<file path="config.mk">
export PLATFORM = sky130hd
export DESIGN_NAME = wadm_top
export DESIGN_NICKNAME = d
export VERILOG_FILES = /design/src/inc/wadm_pkg.sv /design/src/hdl/wadm_delay.sv /design/src/hdl/wadm_top.sv
export SDC_FILE = /design/constraint.sdc
export NUM_CORES = 1
export LEC_CHECK = 0
export CAP_MARGIN = 30
export CORE_MARGIN = 2
export CORE_UTILIZATION = 27
export CTS_CLUSTER_SIZE = 28
export DETAILED_ROUTE_END_ITERATION = 10
export DONT_BUFFER_PORTS = 1
export GPL_ROUTABILITY_DRIVEN = 0
export HOLD_SLACK_MARGIN = 0.1
export REMOVE_ABC_BUFFERS = 1
export SETUP_SLACK_MARGIN = 0.4
export SLEW_MARGIN = 20
export SYNTH_ARGS = -nofsm -noshare
export SYNTH_HDL_FRONTEND = slang
export SYNTH_SLANG_ARGS = --single-unit
</file>
<file path="constraint.sdc">
create_clock -name CLK_SYS -period 8.6 [get_ports CLK_SYS]
set_input_delay 0.86 -clock CLK_SYS [delete_from_list [all_inputs] [get_ports CLK_SYS]]
set_output_delay 0.86 -clock CLK_SYS [all_outputs]
set_load 0.02 [all_outputs]
</file>
<file path="src/inc/wadm_pkg.sv">
// wadm_pkg: constants, types and lane decode of the wide-to-narrow adapter
// assumes a single 100 MHz system clock shared by every user of this package
// Operation
// - narrow side sees only byte or halfword
// - aligned 32-bit memory access runs as two cycles
// - map 32-bit path to 16, drive byte enables
// - capture slave id byte, gate slave reads
// - no data buffers on mmu slave reads
// - upper address buffer off in slave, idle
// - delay buffer enables in memory writes
// - swap buffer waits until upper address off
// - slave strobe waits for valid direction
// - route mmu address valid, hold ack
package wadm_pkg;

  // widths
  localparam int ADDR_W   = 24;
  localparam int DATA_W   = 32;
  localparam int NARROW_W = 16;
  localparam int ID_W     = 8;

  // timing: delays need not be exact, least times round up
  localparam int CLK_NS       = 10;
  localparam int WR_DELAY_NS  = 20;
  localparam int SPC_DELAY_NS = 20;
  localparam int WR_DELAY_CYC  = (WR_DELAY_NS + CLK_NS - 1) / CLK_NS;
  localparam int SPC_DELAY_CYC = (SPC_DELAY_NS + CLK_NS - 1) / CLK_NS;

  // lane constants
  localparam logic [3:0] LANE_BYTE  = 4'h1;
  localparam logic [3:0] LANE_HALF  = 4'h3;
  localparam logic [3:0] LANE_NONE  = 4'h0;
  localparam logic [3:0] BE_IDLE_N  = 4'hf;
  localparam logic [ADDR_W-1:0] HALF_STEP = 24'h000002;
  localparam logic [7:0] ADDR_PAD   = 8'h00;
  localparam int HI_LANE_BIT = 1;

  // access width
  typedef enum logic [1:0] {
    SIZE_BYTE  = 2'h0,
    SIZE_HALF  = 2'h1,
    SIZE_DWORD = 2'h2
  } wadm_size_type;

  // cycle kind
  typedef enum logic [2:0] {
    KIND_MEM_RD = 3'h0,
    KIND_MEM_WR = 3'h1,
    KIND_SLV_ID = 3'h2,
    KIND_SLV_RD = 3'h3,
    KIND_SLV_WR = 3'h4
  } wadm_kind_type;

  // bus states, gray along idle-t1-t2-t3-t4
  typedef enum logic [2:0] {
    ST_IDLE = 3'h0,
    ST_T1   = 3'h1,
    ST_T2   = 3'h3,
    ST_T3   = 3'h2,
    ST_T4   = 3'h6
  } wadm_state_type;

  // one request from the emulator side
  typedef struct packed {
    wadm_kind_type          kind;
    wadm_size_type          size;
    logic [ADDR_W-1:0]      addr;
    logic [DATA_W-1:0]      wdata;
  } wadm_req_type;

  // buffer enables toward the target, active high
  typedef struct packed {
    logic addr_hi_oe;
    logic data_lo_oe;
    logic data_hi_oe;
  } wadm_bufen_type;

  // a doubleword is carried as halfwords, never whole
  function automatic wadm_size_type eff_size(input wadm_size_type s);
    eff_size = (s == SIZE_DWORD) ? SIZE_HALF : s;
  endfunction

  // active-high lanes touched by one narrow cycle
  function automatic logic [3:0] lane_mask(input logic [1:0] a, input wadm_size_type s);
    unique case (s)
      SIZE_BYTE: lane_mask = LANE_BYTE << a;
      SIZE_HALF: lane_mask = LANE_HALF << {a[1], 1'b0};
      default:   lane_mask = LANE_NONE;
    endcase
  endfunction

endpackage

</file>
<file path="src/hdl/wadm_delay.sv">
// wadm_delay: rise-delayed level, falls one edge after its input falls
// assumes the input is synchronous to clk_sys
`timescale 1ns/1ps
`default_nettype none
module wadm_delay #(
  parameter int DEPTH = 2
) (
  // clock and reset
  input  wire logic clk_sys,
  input  wire logic rst,
  // level in and delayed level out
  input  wire logic lvl_in,
  output var  logic lvl_out
);

  // refuse a delay the shift chain cannot hold
  if (DEPTH < 1) begin : g_bad_depth
    $error("wadm_delay: DEPTH must be at least 1");
  end

  // whole state in one struct
  typedef struct packed {
    logic [DEPTH-1:0] chain;
    logic             out;
  } dly_state_type;

  dly_state_type q_r;  // registered state
  dly_state_type q_nxt;  // next state

  // fill the chain while the input holds, flush at once when it drops
  always_comb begin
    q_nxt = q_r;
    if (lvl_in) begin
      q_nxt.chain = (q_r.chain << 1) | DEPTH'(1);
    end else begin
      q_nxt.chain = '0;
    end
    q_nxt.out = lvl_in & q_r.chain[DEPTH-1];
  end

  // register
  always_ff @(posedge clk_sys or posedge rst) begin
    if (rst) begin
      q_r <= '0;
    end else begin
      q_r <= q_nxt;
    end
  end

  assign lvl_out = q_r.out;

endmodule
`default_nettype wire

</file>
<file path="src/hdl/wadm_top.sv">
// wadm_top: makes a 32-bit multiplexed target bus look 16 bits wide
// assumes requests, target inputs and straps are synchronous to CLK_SYS
`timescale 1ns/1ps
`default_nettype none
module wadm_top #(
  parameter logic [7:0] MMU_SLAVE_ID = 8'h5a,  // arbitrary value
  parameter bit         SLAVE_ACCESS = 1'b1,   // variant with target slave access
  parameter int         WR_DELAY     = wadm_pkg::WR_DELAY_CYC,
  parameter int         SPC_DELAY    = wadm_pkg::SPC_DELAY_CYC
) (
  // clock and reset
  input  wire logic                         CLK_SYS,
  input  wire logic                         RST,
  // request from the emulator side
  input  wire logic                         REQ_VALID,
  input  wire wadm_pkg::wadm_req_type       REQ,
  output var  logic                         REQ_READY,
  // answer to the emulator side
  output var  logic                         RSP_VALID,
  output var  logic [wadm_pkg::DATA_W-1:0]  RSP_RDATA,
  // target multiplexed bus
  input  wire logic [wadm_pkg::DATA_W-1:0]  TGT_AD_I,
  output var  logic [wadm_pkg::DATA_W-1:0]  TGT_AD_O,
  output var  logic                         TGT_AD_OE,
  output var  logic [3:0]                   BYTE_LANE_ENABLE_N,
  output var  wadm_pkg::wadm_bufen_type     BUF_EN,
  // slave handshake
  input  wire logic                         DATA_DIRECTION_IN,
  output var  logic                         SLAVE_PROCESSOR_STROBE,
  // strobe and hold routing
  input  wire logic                         MMU_ROUTE,
  input  wire logic                         PHYSICAL_ADDRESS_VALID_N,
  input  wire logic                         MMU_HOLD_ACK_OUT,
  input  wire logic                         EMU_HOLD_ACK,
  output var  logic                         CPU_ADDRESS_STROBE_N,
  output var  logic                         CPU_HOLD_ACKNOWLEDGE
);

  // refuse delays the delay lines cannot serve
  if (WR_DELAY < 1 || SPC_DELAY < 1) begin : g_bad_delay
    $error("wadm_top: delays must be at least one cycle");
  end

  // whole state in one struct
  typedef struct packed {
    wadm_pkg::wadm_state_type     st;
    wadm_pkg::wadm_req_type       req;
    logic                         second;   // on second half of a doubleword
    logic [wadm_pkg::ID_W-1:0]    slave_id; // last broadcast id
    logic                         id_valid;
    logic [wadm_pkg::DATA_W-1:0]  rdata;
    logic                         rsp_valid;
    logic                         ready;
    logic [3:0]                   be_n;
    logic                         ads_n;
    wadm_pkg::wadm_bufen_type     bufen;
    logic [wadm_pkg::DATA_W-1:0]  ad_o;
    logic                         ad_oe;
    logic                         slave_processor_strobe;
    logic                         tgt_ads_n;
    logic                         cpu_hold_acknowledge;
  } wadm_regs_type;

  wadm_regs_type q_r;    // registered state
  wadm_regs_type q_nxt;  // next state

  logic wr_dly;   // delayed write data phase
  logic spc_dly;  // delayed slave strobe request
  logic wr_req;   // write data phase wanted
  logic spc_req;  // slave strobe wanted

  // decode of the cycle in hand
  logic is_mem;
  logic is_slv;
  logic is_wr_kind;
  logic slv_rd_ok;
  logic [3:0] lanes;
  logic hi_lane;
  logic [wadm_pkg::NARROW_W-1:0] wr_half;

  always_comb begin
    is_mem = (q_r.req.kind == wadm_pkg::KIND_MEM_RD) |
             (q_r.req.kind == wadm_pkg::KIND_MEM_WR);
    is_slv = ~is_mem;
    is_wr_kind = (q_r.req.kind == wadm_pkg::KIND_MEM_WR) |
                 (q_r.req.kind == wadm_pkg::KIND_SLV_WR) |
                 (q_r.req.kind == wadm_pkg::KIND_SLV_ID);
    // slave reads open buffers only for a known non-mmu slave
    slv_rd_ok = SLAVE_ACCESS & q_r.id_valid &
                (q_r.slave_id != MMU_SLAVE_ID);
    lanes = wadm_pkg::lane_mask(q_r.req.addr[1:0],
                                wadm_pkg::eff_size(q_r.req.size));
    hi_lane = q_r.req.addr[wadm_pkg::HI_LANE_BIT];
    wr_half = q_r.second ? q_r.req.wdata[wadm_pkg::DATA_W-1:wadm_pkg::NARROW_W]
                         : q_r.req.wdata[wadm_pkg::NARROW_W-1:0];
  end

  // requests to the two delay lines
  always_comb begin
    wr_req = ((q_r.st == wadm_pkg::ST_T2) | (q_r.st == wadm_pkg::ST_T3)) &
             (q_r.req.kind == wadm_pkg::KIND_MEM_WR);
    // strobe waits until the cpu shows the expected direction
    spc_req = ((q_r.st == wadm_pkg::ST_T2) | (q_r.st == wadm_pkg::ST_T3)) & is_slv &
              (DATA_DIRECTION_IN == ~is_wr_kind);
  end

  // write enable delay
  wadm_delay #(.DEPTH(WR_DELAY)) u_write_enable_delay (
    .clk_sys (CLK_SYS),
    .rst     (RST),
    .lvl_in  (wr_req),
    .lvl_out (wr_dly)
  );

  // slave strobe delay
  wadm_delay #(.DEPTH(SPC_DELAY)) u_strobe_delay (
    .clk_sys (CLK_SYS),
    .rst     (RST),
    .lvl_in  (spc_req),
    .lvl_out (spc_dly)
  );

  // bus sequencer and registered outputs
  always_comb begin
    logic data_ok;
    logic done;
    logic lo_on;
    logic hi_on;
    data_ok = 1'b0;
    done = 1'b0;
    lo_on = 1'b0;
    hi_on = 1'b0;
    q_nxt = q_r;
    q_nxt.rsp_valid = 1'b0;
    // a cycle in t3 ends once its data buffer or strobe has been on
    done = is_slv ? q_r.slave_processor_strobe : (q_r.bufen.data_lo_oe | q_r.bufen.data_hi_oe);
    unique case (q_r.st)
      wadm_pkg::ST_IDLE: begin
        if (REQ_VALID & q_r.ready) begin
          q_nxt.req = REQ;
          q_nxt.second = 1'b0;
          q_nxt.st = wadm_pkg::ST_T1;
          // broadcast id kept for later slave reads
          if (REQ.kind == wadm_pkg::KIND_SLV_ID) begin
            q_nxt.slave_id = REQ.wdata[wadm_pkg::ID_W-1:0];
            q_nxt.id_valid = 1'b1;
          end
        end
      end
      wadm_pkg::ST_T1: begin
        q_nxt.st = wadm_pkg::ST_T2;
      end
      wadm_pkg::ST_T2: begin
        q_nxt.st = wadm_pkg::ST_T3;
      end
      wadm_pkg::ST_T3: begin
        if (done) begin
          q_nxt.st = wadm_pkg::ST_T4;
        end
        // capture the read half as soon as its buffer is open
        if (~is_wr_kind & (q_r.bufen.data_lo_oe | q_r.bufen.data_hi_oe)) begin
          if (q_r.second) begin
            q_nxt.rdata[wadm_pkg::DATA_W-1:wadm_pkg::NARROW_W] =
              hi_lane ? TGT_AD_I[wadm_pkg::DATA_W-1:wadm_pkg::NARROW_W]
                      : TGT_AD_I[wadm_pkg::NARROW_W-1:0];
          end else begin
            q_nxt.rdata[wadm_pkg::NARROW_W-1:0] =
              (hi_lane & is_mem) ? TGT_AD_I[wadm_pkg::DATA_W-1:wadm_pkg::NARROW_W]
                                 : TGT_AD_I[wadm_pkg::NARROW_W-1:0];
          end
        end
      end
      wadm_pkg::ST_T4: begin
        // doubleword: go round again for the upper halfword
        if (is_mem & (q_r.req.size == wadm_pkg::SIZE_DWORD) & ~q_r.second) begin
          q_nxt.second = 1'b1;
          q_nxt.req.addr = q_r.req.addr + wadm_pkg::HALF_STEP;
          q_nxt.st = wadm_pkg::ST_T1;
        end else begin
          q_nxt.rsp_valid = 1'b1;
          q_nxt.st = wadm_pkg::ST_IDLE;
        end
      end
    endcase
    q_nxt.ready = (q_nxt.st == wadm_pkg::ST_IDLE) & ~(REQ_VALID & q_r.ready);

    // data buffers open only in t3, writes only after the delay line
    // slave reads wait for the strobe, so a late direction cannot open them
    unique case (q_r.req.kind)
      wadm_pkg::KIND_MEM_RD: data_ok = 1'b1;
      wadm_pkg::KIND_MEM_WR: data_ok = wr_dly;
      wadm_pkg::KIND_SLV_RD: data_ok = slv_rd_ok & spc_dly;
      default:               data_ok = 1'b0;
    endcase
    // the swap buffer is held back past t2, when the upper address turns off
    lo_on = (q_nxt.st == wadm_pkg::ST_T3) & (q_r.st == wadm_pkg::ST_T3) & data_ok &
            (is_slv | ~hi_lane);
    hi_on = (q_nxt.st == wadm_pkg::ST_T3) & (q_r.st == wadm_pkg::ST_T3) & data_ok &
            is_mem & hi_lane;
    q_nxt.bufen.data_lo_oe = lo_on;
    q_nxt.bufen.data_hi_oe = hi_on;
    // upper address only through t1 of a memory cycle, never idle or slave
    q_nxt.bufen.addr_hi_oe = (q_nxt.st == wadm_pkg::ST_T1) & is_mem &
                             (q_r.st != wadm_pkg::ST_IDLE);
    if ((q_r.st == wadm_pkg::ST_IDLE) & (q_nxt.st == wadm_pkg::ST_T1)) begin
      q_nxt.bufen.addr_hi_oe = (REQ.kind == wadm_pkg::KIND_MEM_RD) |
                               (REQ.kind == wadm_pkg::KIND_MEM_WR);
    end
    q_nxt.ads_n = ~q_nxt.bufen.addr_hi_oe;

    // byte enables follow the lanes of a memory cycle, all off in slave cycles
    if ((q_nxt.st != wadm_pkg::ST_IDLE) & (q_nxt.st != wadm_pkg::ST_T1) & is_mem) begin
      q_nxt.be_n = ~lanes;
    end else if (q_nxt.st == wadm_pkg::ST_T1 & q_nxt.bufen.addr_hi_oe) begin
      q_nxt.be_n = ~wadm_pkg::lane_mask(q_nxt.req.addr[1:0],
                                        wadm_pkg::eff_size(q_nxt.req.size));
    end else begin
      q_nxt.be_n = wadm_pkg::BE_IDLE_N;
    end

    // address in t1, write half copied onto both halves after
    if (q_nxt.bufen.addr_hi_oe) begin
      q_nxt.ad_o = {wadm_pkg::ADDR_PAD, q_nxt.req.addr};
    end else begin
      q_nxt.ad_o = {wr_half, wr_half};
    end
    q_nxt.ad_oe = q_nxt.bufen.addr_hi_oe |
                  ((q_r.req.kind == wadm_pkg::KIND_MEM_WR) & (lo_on | hi_on));

    q_nxt.slave_processor_strobe = spc_dly & (q_r.st == wadm_pkg::ST_T3);
    // strobe and hold ack follow the mmu when it is strapped in
    q_nxt.tgt_ads_n = MMU_ROUTE ? PHYSICAL_ADDRESS_VALID_N : q_nxt.ads_n;
    q_nxt.cpu_hold_acknowledge = MMU_ROUTE ? MMU_HOLD_ACK_OUT : EMU_HOLD_ACK;
  end

  // register
  always_ff @(posedge CLK_SYS or posedge RST) begin
    if (RST) begin
      q_r <= '0;
      q_r.be_n <= wadm_pkg::BE_IDLE_N;
      q_r.ads_n <= 1'b1;
      q_r.tgt_ads_n <= 1'b1;
      q_r.ready <= 1'b1;
    end else begin
      q_r <= q_nxt;
    end
  end

  // outputs straight from the state flops
  assign REQ_READY = q_r.ready;
  assign RSP_VALID = q_r.rsp_valid;
  assign RSP_RDATA = q_r.rdata;
  assign TGT_AD_O = q_r.ad_o;
  assign TGT_AD_OE = q_r.ad_oe;
  assign BYTE_LANE_ENABLE_N = q_r.be_n;
  assign BUF_EN = q_r.bufen;
  assign SLAVE_PROCESSOR_STROBE = q_r.slave_processor_strobe;
  assign CPU_ADDRESS_STROBE_N = q_r.tgt_ads_n;
  assign CPU_HOLD_ACKNOWLEDGE = q_r.cpu_hold_acknowledge;
endmodule
`default_nettype wire

</file>
==> Word-level counts from Yosys, hierarchy flattened <==
Index checks and enable logic that the tools add are counted.
{ "word_totals": {"ff_bits": 157, "out_inout_bits": 77, "elab_cells": 139} }
{ "op_classes": {"n_shift": 4, "n_eq_ne": 21, "add_sub_neg": 1, "reduce_logical": 14, "mux": 31, "bitwise": 43} }
{ "op_table": {"columns": ["cell", "count"], "rows": [
  ["two-way mux 74 bit", 1],
  ["two-way mux 16 bit", 3],
  ["one-hot mux 24 bit (2 select lines)", 1],
  ["two-way mux 32 bit", 1],
  ["AND 1 bit", 26],
  ["adder 24 x 2 -> 24 bit (second input constant)", 1],
  ["two-way mux 24 bit", 1],
  ["equality test 3 x 2 -> 1 bit (second input constant)", 6],
  ["two-way mux 4 bit", 4],
  ["one-hot mux 4 bit (2 select lines)", 2],
  ["one-hot mux 3 bit (5 select lines)", 1],
  ["equality test 3 x 1 -> 1 bit (second input constant)", 4],
  ["logical NOT 3 bit", 4],
  ["AND reduction 3 bit", 4],
  ["two-way mux 2 bit", 5],
  ["two-way mux 9 bit", 1],
  ["OR 1 bit", 9],
  ["two-way mux 1 bit", 8],
  ["!= test 8 x 7 -> 1 bit (second input constant)", 1],
  ["NOT 4 bit", 2],
  ["<< shifter 1 x 2 -> 4 bit (first input constant)", 2],
  ["<< shifter 2 x 2 -> 4 bit (first input constant)", 2],
  ["equality test 3 bit (second input constant)", 2],
  ["NOT 1 bit", 6],
  ["other kinds (12)", 17]
]} }

==> Depth between registers and ports, before layout <==
Gate-level depths: netlist (run 1).
{ "depth": {"ltp_word": 16, "mapped_depth": 12, "mapped_depth_nobuf": 8} }

==> Modules after synthesis <==
From an unflattened synthesis (run 1), not the netlist that was laid out.
{ "unflattened": {"hier_cells": 798, "area_unflattened_um2": 7673.6} }
{ "modules_own_cells": {"columns": ["mod", "n_inst", "cells_each", "area_each_um2"], "rows": [
  ["wadm_top", 1, 786, 7490.9],
  ["wadm_delay", 2, 6, 91.3]
]} }

==> Worst setup path before layout (run 1) <==
No wires, ideal clock.
{ "synth_timing": {"kind": "in2reg", "start": "in REQ_VALID", "end": "reg q_r, in the netlist BYTE_LANE_ENABLE_N[3]", "slack_ps": 5939, "path_buffers": 3, "required_time_ps": 8495, "path_stages": 10, "arrival_time_ps": 2556, "cell_sequence": "and2_1 -> and2_1 -> buf_2 -> buf_2 -> buf_1 -> a21oi_1 -> ha_1 -> nand3_1 -> a311oi_1 -> a22oi_1"} }
{ "synth_lines": {"columns": ["item", "line", "source"], "rows": [
  ["start, declared", "wadm_top.sv:15", "input wire logic REQ_VALID,"],
  ["end signal, assigned", "wadm_top.sv:245", "q_r <= q_nxt;"],
  ["end, declared", "wadm_top.sv:64", "wadm_regs_type q_r;"]
]} }

==> Final worst setup path (run 1) <==
{ "layout_timing": {"start": "reg q_r[150] (netlist name)", "end": "reg q_r[80] (netlist name)"} }
{ "layout_via": {"elab_chain_len": 2} }
{ "layout_rtl": {"columns": ["item", "line", "source"], "rows": [
  ["logical NOT 3 bit", "wadm_top.sv:137", "unique case (q_r.st)"],
  ["AND reduction 3 bit (no line)", null, null]
]} }
Every way passes these cells.
A chain may end at the register's enable or synchronous reset.

==> flow_summary.json, run 1 <==
{
  "fin_crit_ns": 2.85,
  "yosysTopAreaCell": "dfrtp_1",
  "setup-tns-final_ns": 0,
  "netlist_area_sq_mm": 0.00776,
  "track_usage_pct": 14.0,
  "cts_tree": "yes",
  "grt_pass1_wl_mm": 32.5,
  "nets": 821,
  "ys_types": 66,
  "clkLatencyLatePin_ns": 0.43,
  "reg2reg_depth": 5,
  "synth_ff_type": "dfrtp_1",
  "vias": 5317,
  "start_util_pct": 27.2,
  "critical_path_class": "reg2reg",
  "drive_gt1_share_pct": 11.0,
  "cp-start-kind": "flip-flop",
  "cts.sinks": 157,
  "cts_setup_buffers": 0,
  "totalWireLength_mm": 20.7,
  "critPathMaxFanout": 40,
  "arrival_ns": 3.16,
  "max-vdd-ir-drop_mv": 0.123,
  "cts_root_buffer": "clkbuf_16",
  "multi_input_area_sq_mm": 0.00307,
  "maxSlewHeadroom_pct": 45.8,
  "yosysWarningCount": 0,
  "yosysMostFrequentCell": "nand2_1",
  "critPathRequiredTime_ns": 8.92,
  "max_slew.worst_pin.slew_ns": 0.810,
  "async_flop_share_pct": 100,
  "cts.path.max_buffers": 2,
  "power_mw": 2.89,
  "rows": 62,
  "drtIter0Drc": 364,
  "fin_crit_sh_pct": 33.1,
  "drc_errors": 0,
  "synth_cells": 798,
  "die_h_um": 174,
  "slew_viol_final": 0,
  "cap_viol_max_count": 0,
  "path_clk_slew_ns": 0.08,
  "fmax_mhz": 351,
  "rsz0062_at_grt": "no",
  "htreeDepth": 4,
  "dp_hpwl_mm": 14.7,
  "fin_area_sq_mm": 0.00823,
  "clock_skew_ns": 0.0185,
  "cts_buffers": 17,
  "hp-class": "in2async",
  "setup_violations": 0,
  "die_area_sq_mm": 0.0301,
  "viasPerCell": 4.79,
  "wl_per_cell_um": 18.6,
  "grt_max_degree": 82,
  "diodes": 0,
  "power-per-cell-area_mw_per_mm2": 351,
  "io_buffers": 0,
  "drtAntennaViolNets": 0,
  "synth_enable_flop_cells": 0,
  "hold_viol_final": 0,
  "antenna_found_initial": 1,
  "holdBufCountCts": 0,
  "coreArea_sq_mm": 0.0285,
  "fill_cells": 3047,
  "synth_seq_area_share_pct": 50.7,
  "layout_setup_ws_ns": 5.75,
  "seq_area_sq_mm": 0.00394,
  "final_util_pct": 28.8,
  "avgSynthCellArea_sq_um": 9.73,
  "worstSetupEndpointType": "flip-flop",
  "firstDrtPassIters": 5,
  "place_ws_ns": 5.52,
  "syn_to_final_growth_pct": 6.03,
  "io_pins": 178,
  "ys_ff_latch": 157,
  "chipWidth_um": 174,
  "yosys-top-cells-count": "nand2_1, dfrtp_1, buf_4, nor2_1, mux2i_1",
  "postPlaceCellArea_sq_mm": 0.00762,
  "synthTopCellsByArea": "dfrtp_1, nand2_1, buf_4, mux2i_1, nor2_1",
  "gr-total-overflow": 0,
  "cts_resized": 0,
  "power_leakage_nw": 3.74,
  "grt_pass1_vias": 5593,
  "status": "completed",
  "synthDominantCellAreaShare_pct": 48.7
}
worst paths after layout:
kind | start | end | slack, ns
worst max-delay path | q_r[150] | q_r[80] | 5.75
worst min-delay path | RST | q_r[111] | 0.41
worst max register to register | q_r[150] | q_r[80] | 5.75
worst min register to register | u_write_enable_delay.q_r[1] | u_write_enable_delay.q_r[2] | 0.45
max in group asynchronous | RST | REQ_READY | 6.94
min in group CLK_SYS | u_write_enable_delay.q_r[1] | u_write_enable_delay.q_r[2] | 0.45
layout make-up:
class / instances / share of cell area [%]
timing repair buffer: 12 / 1.43
multi-input combinational: 514 / 37.3
inverter: 12 / 0.608
tap: 384 / 5.84
clock inverter: 15 / 1.81
clock buffer: 17 / 5.17
sequential: 157 / 47.8
per-stage QoR:
stage | std cells | hold WS (ns)
global placement | 1077 | 0.431
CTS | 1109 | 0.443
detailed placement | 1077 | 0.440
global route | 1111 | 0.455
floorplan | 683 | 0.428
finish | 1111 | 0.411
layer usage:
layer | vias up | global-route usage [%] | routed length [um]
met3 | 16 | 4.76 | 1610
met2 | 193 | 23.2 | 9960
met1 | 2589 | 17.7 | 8900
li1 | 2517 | - | -
met4 | 2 | 3.40 | 186
met5 | - | 0 | 10
cell families after synthesis:
kind of cell	after synthesis	share of synthesized area, %
and+or+nand+nor	311	18.8
DFF	157	50.7
AOI/OAI and AO/OA	140	12.1
buffers and inverters	127	9.93
muxes	53	7.01
adders and majority gates	6	0.967
xor gates and xnor gates	4	0.451
flip-flops by register name, summed over array words and instances, names as in the netlist, 2 cells and up:
signal,cells
TGT_AD_O,32
BYTE_LANE_ENABLE_N,4
BUF_EN,3
q_r,73
RSP_RDATA,32
u_write_enable_delay.q_r,2
u_strobe_delay.q_r,2
critical path, stage by stage (launching register included):
cell	delay, ns
dfrtp_1	0.51
nor3_2	0.30
and2_2	0.56
buf_4	0.50
nand3_1	0.43
mux2_2	0.40
layout by cell type, fill, tap and decap left out, types with 8 or more instances in the layout:
master and count:
nand2_1 167, dfrtp_1 151, nor2_1 43, mux2i_1 42, a21oi_1 32, o21ai_0 30
nand3_1 25, clkbuf_16 17, a22oi_1 13, and2_1 11, nand4_1 11, mux2_2 11
inv_1 10, a31oi_1 10, buf_4 10, a211oi_1 9, o21a_1 8
where the power goes:
part	switching, mW	internal (mW)
combinational	0.454	0.324
sequential	0.364	1.00
clock	0.354	0.387
No activity file was read; power rests on OpenSTA's default activity.
==> inputs of run 2 (changes only) <==
==> constraint.sdc (replaced) <==
create_clock -name CLK_SYS -period 2.8 [get_ports CLK_SYS]
set_input_delay 0.28 -clock CLK_SYS [delete_from_list [all_inputs] [get_ports CLK_SYS]]
set_output_delay 0.28 -clock CLK_SYS [all_outputs]
set_load 0.02 [all_outputs]
==> run 2 against run 1 <==
- highest routed layer is now met4
- setup slack got worse by 5.3 ns
- combinational power grew to 3.4 times the previous value
- critical path depth is 3 higher
==> flow_summary.json, run 2 (synthesis gave the netlist of run 1 again) <==
{
  "fin_crit_ns": 2.31,
  "syn_to_final_growth_pct": 22.2,
  "vias": 5878,
  "wl_per_cell_um": 17.9,
  "firstDrtPassIters": 5,
  "fin_area_sq_mm": 0.00949,
  "cts.sinks": 157,
  "instances_no_fill": 1235,
  "drc_errors": 0,
  "critical_path_class": "reg2reg",
  "worstSetupEndpointType": "flip-flop",
  "postPlaceCellArea_sq_mm": 0.00769,
  "power_leakage_nw": 4.28,
  "die_area_sq_mm": 0.0301,
  "cp-start-kind": "flip-flop",
  "io_buffers": 0,
  "clkLatencyLatePin_ns": 0.42,
  "path_clk_slew_ns": 0.06,
  "power_mw": 9.19,
  "hp-class": "in2reg",
  "p_seq_share_pct": 45.8,
  "drive_gt1_share_pct": 10.6,
  "mostFrequentLayoutCells": "nand2_1, dfrtp_1, dlygate4sd3_1",
  "grt_max_degree": 74,
  "drtIter0Drc": 390,
  "largest_reg_flops": 73,
  "coreArea_sq_mm": 0.0285,
  "p_comb_share_pct": 29.1,
  "grt_pass1_wl_mm": 34.0,
  "die_h_um": 174,
  "place_inst": 1084,
  "dp_hpwl_mm": 14.8,
  "critPathMaxFanout": 9,
  "p_int_mw": 5.62,
  "hold_ws_ns": 0.0934,
  "switching_share_pct": 38.8,
  "htreeDepth": 4,
  "cap_viol_max_count": 0,
  "rows": 62,
  "rsz0062_at_grt": "yes",
  "fin_crit_sh_pct": 82.5,
  "power_switching_mw": 3.56,
  "setup_violations": 0,
  "gr-total-overflow": 0,
  "layout_commonest_cell": "nand2_1",
  "grt_pass1_vias": 5985,
  "final_util_pct": 33.2,
  "cts_buffers": 17,
  "maxSlewHeadroom_pct": 53.6,
  "clock_skew_ns": 0.0104,
  "io_pins": 178,
  "fmax_mhz": 433,
  "hold_viol_final": 0,
  "antenna_found_initial": 2,
  "cts.path.max_buffers": 2,
  "chipWidth_um": 174,
  "power-per-cell-area_mw_per_mm2": 969,
  "slew_viol_final": 0,
  "start_util_pct": 27.2,
  "drtAntennaViolNets": 0,
  "cts_root_buffer": "clkbuf_16",
  "track_usage_pct": 14.6,
  "critPathRequiredTime_ns": 3.12,
  "status": "completed",
  "nets": 943,
  "viasPerCell": 4.76,
  "arrival_ns": 2.63,
  "max-vdd-ir-drop_mv": 0.410,
  "max_slew.worst_pin.slew_ns": 0.696,
  "cts_tree": "yes",
  "pwr-share-clk_pct": 25.0,
  "totalWireLength_mm": 22.1,
  "regMostFlops": "q_r"
}
==> run 2: cell count changes in the layout (fill, tap and decap cells not counted), sizes merged <==
cell         previous run  this run
clkbuf                 17        20
buf                    12        20
inv                    21        13
clkinv                  3         7
bufinv                  0         2
diode                   0         2
dlygate4sd3             0       113
==> run 2: path summary, 6_finish.rpt <==
path / end / cells after the start / slack (ns) / from
max: BYTE_LANE_ENABLE_N[3] / 8 / 0.49 / REQ_READY
max reg2reg: BYTE_LANE_ENABLE_N[3] / 8 / 0.49 / REQ_READY
max in group asynchronous: BYTE_LANE_ENABLE_N[1] / 3 / 1.52 / RST
min reg2reg: u_write_enable_delay.lvl_out / 1 / 0.45 / u_write_enable_delay.q_r[2]
min: q_r[134] / 2 / 0.09 / REQ[46]
min in group asynchronous: q_r[95] / 2 / 0.48 / RST
==> run 2: cell type report <==
class / count / area (sq um)
Fill cell: 2961 / 19100
Sequential cell: 157 / 3940
Multi-Input combinational cell: 514 / 3100
Timing Repair Buffer: 134 / 1330
Tap cell: 384 / 480
Clock buffer: 19 / 443
Clock inverter: 13 / 141
Inverter: 12 / 50.0
Antenna cell: 2 / 5.00
==> run 2: through the flow <==
step | setup TNS [ns] | setup slack, ns
after global placement | 0 | 0.438
after detailed placement | 0 | 0.416
after global routing | 0 | 0.383
after CTS | 0 | 0.405
after floorplan | -264.22 | -1.70
final | 0 | 0.491
==> run 2: per-layer routing <==
metal	track usage [%]	up-vias	wire (um)	share of wire [%]
met2	24.3	206	10700	49
met1	17.9	2891	9290	42
li1	-	2767	-	-
met5	0	-	0	0
met4	3.64	0	228	1.0
met3	5.37	14	1860	8.4
==> run 2: worst max-delay path: stages (launching register included) <==
cell and delay, ns:
dfstp_2 0.63, and2_1 0.23, and2_4 0.23, nor2_1 0.05, a21oi_1 0.18, ha_1 0.25
nand3_1 0.10, a311oi_1 0.37, a22oi_1 0.16
==> run 2: what timing repair did <==
action,4_1_cts,5_1_grt
hold buffers,113,0
gates cloned,0,1
hold endpoints to repair,179,0
pin swaps,0,1
buffers inserted,0,3
setup endpoints to repair,1,15
gates resized for setup,1,3
==> run 2: power by group through the flow <==
| stage | sequential [mW] | combinational (mW) | clock, mW |
|---|---|---|---|
| 4_1_cts | 4.22 | 2.65 | 2.37 |
| 6_report | 4.21 | 2.68 | 2.30 |
| 2_1_floorplan | 4.09 | 1.71 | 0 |
| 3_5_place_dp | 4.24 | 2.44 | 0 |
| 5_1_grt | 4.32 | 3.00 | 2.47 |
| 3_3_place_gp | 4.23 | 2.39 | 0 |
